## src/logic/scps_pkg.sv

```systemverilog
// Purpose: Constants and types for the serial configuration port sequencer
// Assumes: 40 MHz ref_clk, 8-bit registers in a 128-entry space
// Notes:   Control bits live inside the register space
package scps_pkg;
    localparam int CLK_PERIOD_NS = 25;
    localparam int INIT_TIME_NS  = 400;   // Divider restart hold time
    localparam int PULSE_HALF_NS = 400;   // Half period of a reference pulse
    localparam int INIT_CYCLES   = (INIT_TIME_NS + CLK_PERIOD_NS - 1)
                                   / CLK_PERIOD_NS;
    localparam int PULSE_HALF_CY = (PULSE_HALF_NS + CLK_PERIOD_NS - 1)
                                   / CLK_PERIOD_NS;

    localparam logic [6:0] ADDR_PULSE_COUNT = 7'h1A;
    localparam logic [6:0] ADDR_PULSE_CTRL  = 7'h1C;
    localparam logic [6:0] ADDR_PULSE_START = 7'h70;
    localparam logic [6:0] ADDR_GEN_CTRL    = 7'h71;
    localparam logic [6:0] ADDR_CLK_OE      = 7'h74;
    localparam logic [6:0] ADDR_REF_OE      = 7'h76;

    localparam int BIT_RD_POL   = 0;  // General control fields
    localparam int BIT_DIV_INIT = 1;
    localparam int BIT_REQUEST_A   = 2;
    localparam int BIT_BAND_CAL = 3;
    localparam int BIT_VHOLD    = 4;
    localparam int BIT_TRIG_SRC = 0;  // Pulse control fields
    localparam int BIT_OUT_MODE = 1;
    localparam int BIT_START    = 0;  // Pulse start field

    localparam logic [7:0] GEN_CTRL_RST = 8'h10;  // Voltage hold set
    localparam logic [7:0] REG_RST      = 8'h00;

    typedef enum logic [2:0] {
        SCPS_PE_IDLE  = 3'b001,
        SCPS_PE_ARMED = 3'b010,
        SCPS_PE_RUN   = 3'b100
    } scps_pe_e;

    typedef struct packed {
        logic       read_edge_polarity;
        logic       vco_voltage_hold;
        logic       pulse_trigger_source;
        logic       pulse_output_mode;
        logic [7:0] pulse_count;
    } scps_cfg_s;

    // Power-on value of one register
    function automatic logic [7:0] scps_reg_default(input int idx);
        scps_reg_default = (idx == int'(ADDR_GEN_CTRL)) ? GEN_CTRL_RST
                                                         : REG_RST;
    endfunction : scps_reg_default
endpackage : scps_pkg

```

## src/logic/scps_top.sv

```systemverilog
// Purpose: 3-wire serial register port with startup sequencing controls
// Assumes: Serial pins are asynchronous to ref_clk; sclk well below 20 MHz
// Notes:   Hold each sclk level for at least three ref_clk periods
// Operation
// - Power-on reset loads every register default
// - Clock and pulse outputs start disabled
// - Voltage hold bit pins tuning to mid-supply
// - Divider initialize restarts dividers, then self-clears
// - Clock and reference pulse outputs driven low while initializing
// - Request_a and calibrate bits trigger and self-clear
// - Mode bit selects counted or continuous pulses
// - Internal trigger: start bit launches pulses
// - External trigger: rising edge launches armed pulses
// - Chip select high tristates data, port ignored
// - Sample data on rising serial clock
// - Read data changes on edge per polarity
// - Command byte: direction then address, LSB first
// - Read loads addressed register and drives line
// - Burst reads return incrementing addresses
// - Write commits each completed byte, auto-increments
// - External trigger uses same pulse settings
`timescale 1ns/1ps
module scps_top (
    input  wire logic       ref_clk,
    input  wire logic       rst_b,
    input  wire logic       sclk,
    input  wire logic       chip_select_n,
    input  wire logic       serial_data_io_i,
    output logic            serial_data_io_o,
    output logic            serial_data_io_oe,
    input  wire logic       external_trigger_in,
    output logic [7:0]      clock_output,
    output logic [7:0]      reference_pulse_output,
    output logic            vco_voltage_hold,
    output logic            divider_restart,
    output logic            request_a,
    output logic            band_calibrate
);
    import scps_pkg::*;

    localparam int A_INIT_MAX = INIT_CYCLES + 2;

    logic [7:0]  mem [128];
    scps_cfg_s   cfg;
    logic [2:0]  sclk_s, cs_s, sdi_s, ext_s;
    logic [2:0]  cnt_q;
    logic        cmd_q, dir_q, oe_q, sdo_q;
    logic [6:0]  addr_q;
    logic [7:0]  rx_q, tx_q;
    logic        wr_q;
    logic [6:0]  wr_addr_q;
    logic [7:0]  wr_data_q;
    logic [7:0]  init_cnt_q;
    logic        busy_q, restart_q, request_a_q, cal_q, hold_q, clk_tog_q;
    scps_pe_e    pe_q;
    logic [7:0]  rem_q, pdiv_q;
    logic        pulse_q;
    logic [7:0]  clk_out_q, ref_out_q;

    // Synchronised pins and edges; stage 0 feeds only stage 1
    wire cs_hi    = cs_s[1];
    wire rise     = sclk_s[1] & ~sclk_s[2] & ~cs_hi;
    wire fall     = ~sclk_s[1] & sclk_s[2] & ~cs_hi;
    wire ext_rise = ext_s[1] & ~ext_s[2];
    wire sdi      = sdi_s[1];

    // Configuration view of the register space
    assign cfg.read_edge_polarity   = mem[ADDR_GEN_CTRL][BIT_RD_POL];
    assign cfg.vco_voltage_hold     = mem[ADDR_GEN_CTRL][BIT_VHOLD];
    assign cfg.pulse_trigger_source = mem[ADDR_PULSE_CTRL][BIT_TRIG_SRC];
    assign cfg.pulse_output_mode    = mem[ADDR_PULSE_CTRL][BIT_OUT_MODE];
    assign cfg.pulse_count          = mem[ADDR_PULSE_COUNT];

    // Receive byte assembly, LSB first
    wire [7:0] rx_d      = {sdi, rx_q[7:1]};
    wire       byte_done = rise & (cnt_q == 3'd7);
    wire [2:0] cnt_d     = cnt_q + 3'd1;
    wire       cmd_rd    = cmd_q & rx_d[0];
    wire       load_rd   = byte_done & (cmd_rd | (~cmd_q & dir_q));
    wire [6:0] rd_addr   = cmd_q ? rx_d[7:1] : addr_q;
    wire [7:0] tx_d      = load_rd ? mem[rd_addr] : tx_q;

    // Control decode
    wire gen_init   = mem[ADDR_GEN_CTRL][BIT_DIV_INIT];
    wire gen_request_a = mem[ADDR_GEN_CTRL][BIT_REQUEST_A];
    wire gen_cal    = mem[ADDR_GEN_CTRL][BIT_BAND_CAL];
    wire start_bit  = mem[ADDR_PULSE_START][BIT_START];
    wire init_go    = gen_init & ~busy_q;
    wire init_end   = busy_q & (init_cnt_q == 8'd1);
    wire launch     = (pe_q == SCPS_PE_ARMED)
                      & (~cfg.pulse_trigger_source | ext_rise);
    wire ptick      = (pdiv_q == 8'd0);

    // Input synchronisers
    always_ff @(posedge ref_clk or negedge rst_b) begin
        if (!rst_b) begin
            sclk_s <= 3'h7;  // Clock idles high, no false edge
            cs_s   <= 3'h7;
            sdi_s  <= 3'h0;
            ext_s  <= 3'h0;
        end else begin
            sclk_s <= {sclk_s[1:0], sclk};
            cs_s   <= {cs_s[1:0], chip_select_n};
            sdi_s  <= {sdi_s[1:0], serial_data_io_i};
            ext_s  <= {ext_s[1:0], external_trigger_in};
        end
    end

    // Serial shift engine
    always_ff @(posedge ref_clk or negedge rst_b) begin
        if (!rst_b) begin
            cnt_q <= 3'h0;
            cmd_q <= 1'b1;
            dir_q <= 1'b0;
            oe_q  <= 1'b0;
            sdo_q <= 1'b0;
            addr_q <= 7'h00;
            rx_q  <= 8'h00;
            tx_q  <= 8'h00;
            wr_q  <= 1'b0;
            wr_addr_q <= 7'h00;
            wr_data_q <= 8'h00;
        end else begin
            wr_q <= 1'b0;
            if (cs_hi) begin
                cnt_q <= 3'h0;
                cmd_q <= 1'b1;
                dir_q <= 1'b0;
                oe_q  <= 1'b0;
            end else if (rise) begin
                cnt_q <= cnt_d;
                rx_q  <= rx_d;
                tx_q  <= tx_d;
                if (cfg.read_edge_polarity)
                    sdo_q <= tx_d[cnt_d];
                if (byte_done && cmd_q) begin
                    cmd_q  <= 1'b0;
                    dir_q  <= rx_d[0];
                    addr_q <= rx_d[7:1] + {6'h00, rx_d[0]};
                    oe_q   <= rx_d[0];
                end else if (byte_done) begin
                    addr_q <= addr_q + 7'h01;
                    wr_q   <= ~dir_q;
                    wr_addr_q <= addr_q;
                    wr_data_q <= rx_d;
                end
            end else if (fall && !cfg.read_edge_polarity) begin
                sdo_q <= tx_q[cnt_q];
            end
        end
    end

    // Register space; a host write wins over a self-clear
    always_ff @(posedge ref_clk or negedge rst_b) begin
        if (!rst_b) begin
            for (int i = 0; i < 128; i++)
                mem[i] <= scps_reg_default(i);
        end else begin
            if (init_end)
                mem[ADDR_GEN_CTRL][BIT_DIV_INIT] <= 1'b0;
            if (gen_request_a)
                mem[ADDR_GEN_CTRL][BIT_REQUEST_A] <= 1'b0;
            if (gen_cal)
                mem[ADDR_GEN_CTRL][BIT_BAND_CAL] <= 1'b0;
            if (launch)
                mem[ADDR_PULSE_START][BIT_START] <= 1'b0;
            if (wr_q)
                mem[wr_addr_q] <= wr_data_q;
        end
    end

    // Divider restart, request_a and calibration launch
    always_ff @(posedge ref_clk or negedge rst_b) begin
        if (!rst_b) begin
            init_cnt_q <= 8'h00;
            busy_q     <= 1'b0;
            restart_q  <= 1'b0;
            request_a_q   <= 1'b0;
            cal_q      <= 1'b0;
            hold_q     <= 1'b1;
        end else begin
            restart_q <= init_go;
            request_a_q  <= gen_request_a;
            cal_q     <= gen_cal;
            hold_q    <= cfg.vco_voltage_hold;
            if (init_go) begin
                busy_q     <= 1'b1;
                init_cnt_q <= 8'(INIT_CYCLES);
            end else if (busy_q) begin
                init_cnt_q <= init_cnt_q - 8'd1;
                busy_q     <= ~init_end;
            end
        end
    end

    // Reference pulse engine, internal or external trigger
    always_ff @(posedge ref_clk or negedge rst_b) begin
        if (!rst_b) begin
            pe_q    <= SCPS_PE_IDLE;
            rem_q   <= 8'h00;
            pdiv_q  <= 8'h00;
            pulse_q <= 1'b0;
        end else if (busy_q) begin
            pe_q    <= SCPS_PE_IDLE;
            pulse_q <= 1'b0;
            pdiv_q  <= 8'h00;
        end else begin
            pdiv_q <= ptick ? 8'(PULSE_HALF_CY - 1) : pdiv_q - 8'd1;
            case (pe_q)
                SCPS_PE_IDLE: begin
                    if (start_bit)
                        pe_q <= SCPS_PE_ARMED;
                end
                SCPS_PE_ARMED: begin
                    if (launch) begin
                        pe_q  <= SCPS_PE_RUN;
                        rem_q <= cfg.pulse_count;
                    end
                end
                SCPS_PE_RUN: begin
                    if (!pulse_q && !cfg.pulse_output_mode
                        && rem_q == 8'd0)
                        pe_q <= SCPS_PE_IDLE;
                    else if (ptick && pulse_q) begin
                        pulse_q <= 1'b0;
                        if (!cfg.pulse_output_mode)
                            rem_q <= rem_q - 8'd1;
                    end else if (ptick)
                        pulse_q <= 1'b1;
                end
                default: pe_q <= SCPS_PE_IDLE;
            endcase
        end
    end

    // Output stages, low during restart and until enabled
    always_ff @(posedge ref_clk or negedge rst_b) begin
        if (!rst_b) begin
            clk_tog_q <= 1'b0;
            clk_out_q <= 8'h00;
            ref_out_q <= 8'h00;
        end else begin
            clk_tog_q <= ~clk_tog_q & ~busy_q;
            clk_out_q <= busy_q ? 8'h00
                                : {8{clk_tog_q}} & mem[ADDR_CLK_OE];
            ref_out_q <= busy_q ? 8'h00
                                : {8{pulse_q}} & mem[ADDR_REF_OE];
        end
    end

    assign serial_data_io_o       = sdo_q;
    assign serial_data_io_oe      = oe_q;
    assign clock_output           = clk_out_q;
    assign reference_pulse_output = ref_out_q;
    assign vco_voltage_hold       = hold_q;
    assign divider_restart        = restart_q;
    assign request_a              = request_a_q;
    assign band_calibrate         = cal_q;

    a_cs_tristate: assert property (
        @(posedge ref_clk) disable iff (!rst_b)
        cs_hi |=> !serial_data_io_oe)
        else $error("data line driven while deselected");

    a_init_outlow: assert property (
        @(posedge ref_clk) disable iff (!rst_b)
        busy_q |=> clock_output == 8'h00 && reference_pulse_output == 8'h00)
        else $error("outputs active during divider restart");

    a_init_selfclr: assert property (
        @(posedge ref_clk) disable iff (!rst_b)
        init_go |=> busy_q ##[1:A_INIT_MAX] !busy_q)
        else $error("divider restart did not finish");

    a_request_a_clear: assert property (
        @(posedge ref_clk) disable iff (!rst_b)
        gen_request_a && !wr_q |=> !gen_request_a && request_a ##1 !request_a)
        else $error("request_a bit did not self-clear");

    a_hold_follows: assert property (
        @(posedge ref_clk) disable iff (!rst_b)
        !wr_q ##1 !wr_q |-> vco_voltage_hold == cfg.vco_voltage_hold)
        else $error("voltage hold output does not follow bit");

    a_write_commit: assert property (
        @(posedge ref_clk) disable iff (!rst_b)
        wr_q && wr_addr_q == ADDR_CLK_OE
        |=> mem[ADDR_CLK_OE] == $past(wr_data_q))
        else $error("write byte not committed");

    a_read_turn: assert property (
        @(posedge ref_clk) disable iff (!rst_b)
        byte_done && cmd_rd |=> serial_data_io_oe && tx_q == $past(tx_d))
        else $error("read did not turn the line");

    a_int_launch: assert property (
        @(posedge ref_clk) disable iff (!rst_b)
        pe_q == SCPS_PE_ARMED && !cfg.pulse_trigger_source && !busy_q
        && !wr_q |=> pe_q == SCPS_PE_RUN && !start_bit)
        else $error("internal trigger did not launch");

    a_ext_wait: assert property (
        @(posedge ref_clk) disable iff (!rst_b)
        pe_q == SCPS_PE_ARMED && cfg.pulse_trigger_source && !ext_rise
        && !busy_q |=> pe_q == SCPS_PE_ARMED)
        else $error("external trigger launched without edge");
endmodule : scps_top

```

## config.mk

```make
export PLATFORM = sky130hd
export DESIGN_NAME = scps_top
export DESIGN_NICKNAME = d
export VERILOG_FILES = /design/src/logic/scps_pkg.sv /design/src/logic/scps_top.sv
export SDC_FILE = /design/constraint.sdc
export NUM_CORES = 2
export LEC_CHECK = 0
export BUFFER_PORTS_ARGS = -buffer_cell sky130_fd_sc_hd__buf_4
export CORE_MARGIN = 2
export CORE_UTILIZATION = 55
export CTS_CLUSTER_SIZE = 20
export DETAILED_ROUTE_END_ITERATION = 8
export PLACE_DENSITY = 0.71
export SYNTH_ARGS = -nofsm -noshare
export SYNTH_HDL_FRONTEND = slang
export SYNTH_SLANG_ARGS = --single-unit
```

## constraint.sdc

```tcl
create_clock -name ref_clk -period 8.1 [get_ports ref_clk]
set_input_delay 0.81 -clock ref_clk [delete_from_list [all_inputs] [get_ports ref_clk]]
set_output_delay 0.81 -clock ref_clk [all_outputs]
set_load 0.02 [all_outputs]
```

==> impl_metrics.yaml <==
pwr:
  switching_power_mw: 5.11
  p_sw_frac: 0.341
  p_comb_frac: 0.254
  p_leak_nw: 27.6
  clkPwrFrac: 0.366
  powerDensity_nw_per_um2: 256
  seq_power_share: 0.380
  vdd_drop_max_mv: 0.303
  power.internal_mw: 9.89
global_routing:
  antenna_found_initial: 3
  groute.usage.overall: 0.313
  grt_pass1_vias: 37200
  grt_max_degree: 172
  grt_pass1_wl_microns: 237000
  grt_overflow: 0
worst_setup_path:
  reg2reg_from: "cmd_q"
  arrival_ns: 6.29
  startpoint_type: "flip-flop"
  cp.required_ns: 8.75
  reg2reg_slack_ns: 2.46
  crit_path_end_kind: "flip-flop"
  criticalPathCategory: "flip-flop to flip-flop"
  cp-startpoint: "cmd_q"
  crit_fanout: 107
synthesis:
  synthDistinctLibCells: 75
  synth_cells: 4587
  yosysWarnings: 0
  yosys_most_used_dff: "dfrtp_1"
  synth_nets: 4603
  synthArstFlopShare: 1.00
  synth_area_sq_um: 53600
  synth_edf_count: 0
  synth.avg_cell_area_sq_um: 11.7
  yosysSeqAreaShare: 0.527
  ys_seq_elements: 1128
route:
  drt_iter0_markers: 3755
  vias: 37800
  firstDrtPassIters: 6
  vias_per_cell: 6.48
  ant_nets: 0
  drc: 0
  wirelength_microns: 156000
  avgRoutedWirePerCell_microns: 26.6
clocking:
  clk_pin_slew_ns: 0.07
  clk_latency_ns: 0.72
  cts.sinks: 1128
  h-tree-depth: 3
  clock_path_buffers: 3
  holdBufCountCts: 0
  cts_setup_buffers: 0
  cts_tree: "done"
  cts-root-buf: "clkbuf_16"
  cts_resized: 0
  cts_buffers: 114
sta:
  rsz0062_at_grt: "no"
  relSlewSlack: 0.0502
  post-route-period-util: 0.696
  tightest_slew_ns: 1.42
  fin_crit_ns: 5.64
  skew_ns: 0.0349
  finalMaxSlewViolations: 0
  max_freq_mhz: 177
  fin_hold_ws_ns: 0.173
  final_hold_viol_count: 0
  setup_tns_ns: 0
  setup_viol: 0
die:
  dieWidth_microns: 316
  dieHeight_microns: 316
  rows: 114
  ios: 28
  die_area_sq_um: 99900
  start_util: 0.555
  coreArea_sq_um: 96600
placement:
  port_buffers: 27
  gp_congestion: 0.955
  hpwlAfterDp_microns: 96000
worst_hold_path:
  hold_class: "input port to asynchronous set/reset pin"
run_status:
  status: "finished clean"
cells_and_area:
  drive_gt1_frac: 0.312
  final_common_cell: "dfrtp_1"
  n_fill_cell: 7617
  fin_nets: 4489
  final_cell_mix: "1109 x dfrtp_1, 1045 x mux2_2, 642 x nand2_1, 184 x nand3_1, 176 x nor2_1"
  area_growth_pct: 9.52
run:
  max_cap_viol_count: 0
-- worst max-delay path, cell delays in order (launching register included) --
cell and delay [ns]:
dfstp_4 1.01, mux2_8 0.80, nand2_4 0.71, buf_4 0.50, o22ai_1 0.28, o22ai_1 0.12
a2111oi_0 0.90, nor4_1 0.26, or3_1 0.43, a211oi_1 0.22, a221o_1 0.16
-- cells in the mapped netlist (9+ instances only) --
cell / n / area share
o22ai_1: 63 / 0.0074
clkbuf_1: 214 / 0.015
nor3_1: 58 / 0.0054
mux2_2: 1047 / 0.22
a21oi_1: 171 / 0.016
nor2b_1: 12 / 0.0014
a2111oi_0: 16 / 0.0026
buf_2: 73 / 0.0068
a211oi_1: 60 / 0.0084
buf_6: 19 / 0.0040
o221ai_1: 38 / 0.0062
inv_1: 23 / 0.0016
o21ai_0: 106 / 0.0099
a211o_1: 15 / 0.0025
nand3_1: 184 / 0.017
and2_1: 21 / 0.0025
and3_1: 16 / 0.0019
a22oi_1: 38 / 0.0053
nand4_1: 9 / 0.0011
or3_1: 10 / 0.0012
nand2b_1: 10 / 0.0012
nor2_1: 177 / 0.012
nand2_1: 642 / 0.045
a31oi_1: 28 / 0.0033
a21o_1: 14 / 0.0020
o31ai_1: 13 / 0.0018
buf_1: 29 / 0.0020
a221oi_1: 14 / 0.0023
dfstp_2: 9 / 0.0044
buf_4: 9 / 0.0013
mux2i_1: 154 / 0.029
nor4_1: 9 / 0.0011
a32oi_1: 11 / 0.0018
nand3b_1: 10 / 0.0014
dfrtp_1: 1119 / 0.52
mux4_2: 31 / 0.013
ha_1: 10 / 0.0023
-- kinds of logic (layout without fill, tap and decap cells) --
logic type | count (synthesis) | count (layout) | share of synthesized area
compound gates | 653 | 653 | 0.0799
xor+xnor | 13 | 13 | 0.00213
fa+ha+maj | 10 | 10 | 0.00234
buf+inv | 369 | 345 | 0.0314
flops | 1128 | 1128 | 0.527
mux | 1234 | 1234 | 0.263
other cells | 0 | 1 | 0
simple gates | 1180 | 1180 | 0.0945
-- power groups by stage --
stage / clock [mW] / combinational (mW) / sequential (mW)
after floorplan: 0 / 2.33 / 5.77
after global placement: 0 / 3.66 / 5.80
after detailed placement: 0 / 3.69 / 5.80
after CTS: 5.54 / 3.70 / 5.70
after global routing: 5.79 / 3.97 / 5.70
final: 5.49 / 3.81 / 5.70
-- flip-flops by register name, indices dropped and copies added (netlist names), 2 cells and up --
signal	count
wr_addr_q	7
clock_output	8
sclk_s	3
sdi_s	2
cnt_q	3
rem_q	8
tx_q	8
ext_s	3
cfg	12
wr_data_q	8
rx_q	7
addr_q	7
mem	1009
pe_q	3
init_cnt_q	8
reference_pulse_output	8
pdiv_q	8
cs_s	2
-- worst paths after layout --
check,cells after the start,end
max,10,serial_data_io_o
min,1,busy_q
max reg2reg,10,serial_data_io_o
min reg2reg,0,sdi_s[1]
max in group asynchronous,2,wr_data_q[7]
min in group ref_clk,1,sdi_s[0]
-- layout make-up --
| cell class | count | area (sq um) | area share |
|---|---|---|---|
| tap | 1276 | 1600 | 0.0272 |
| antenna | 1 | 2.50 | 0.0000427 |
| clock buffer | 169 | 3420 | 0.0583 |
| timing repair buffer | 116 | 998 | 0.0170 |
| clock inverter | 37 | 488 | 0.00832 |
| inverter | 23 | 86.3 | 0.00147 |
| multi-input combinational | 3090 | 23800 | 0.406 |
| sequential | 1128 | 28300 | 0.482 |
-- layer usage --
metal  share of wire  routed length, microns  GRT usage  vias up
li1                -                       -          -    16300
met1            0.42                   64700      0.435    19500
met2            0.45                   69700      0.472     1621
met3           0.091                   14200     0.0776      403
met4           0.045                    6990      0.132        2
met5        0.000084                      13          0        -
-- per-stage QoR --
step           std cells  worst slack (ns)  total power [mW]  area (sq um)  utilization
5_1_grt             5839              2.41              15.5         58700        0.608
3_5_place_dp        5632              2.48              9.48         54700        0.567
4_1_cts             5838              2.50              14.9         58700        0.607
3_3_place_gp        5631              2.32              9.46         54700        0.567
2_1_floorplan       4587              5.04              8.10         53600            -
6_report            5840              2.46              15.0         58700        0.608
Note: power is estimated with default switching activity, not from simulation.
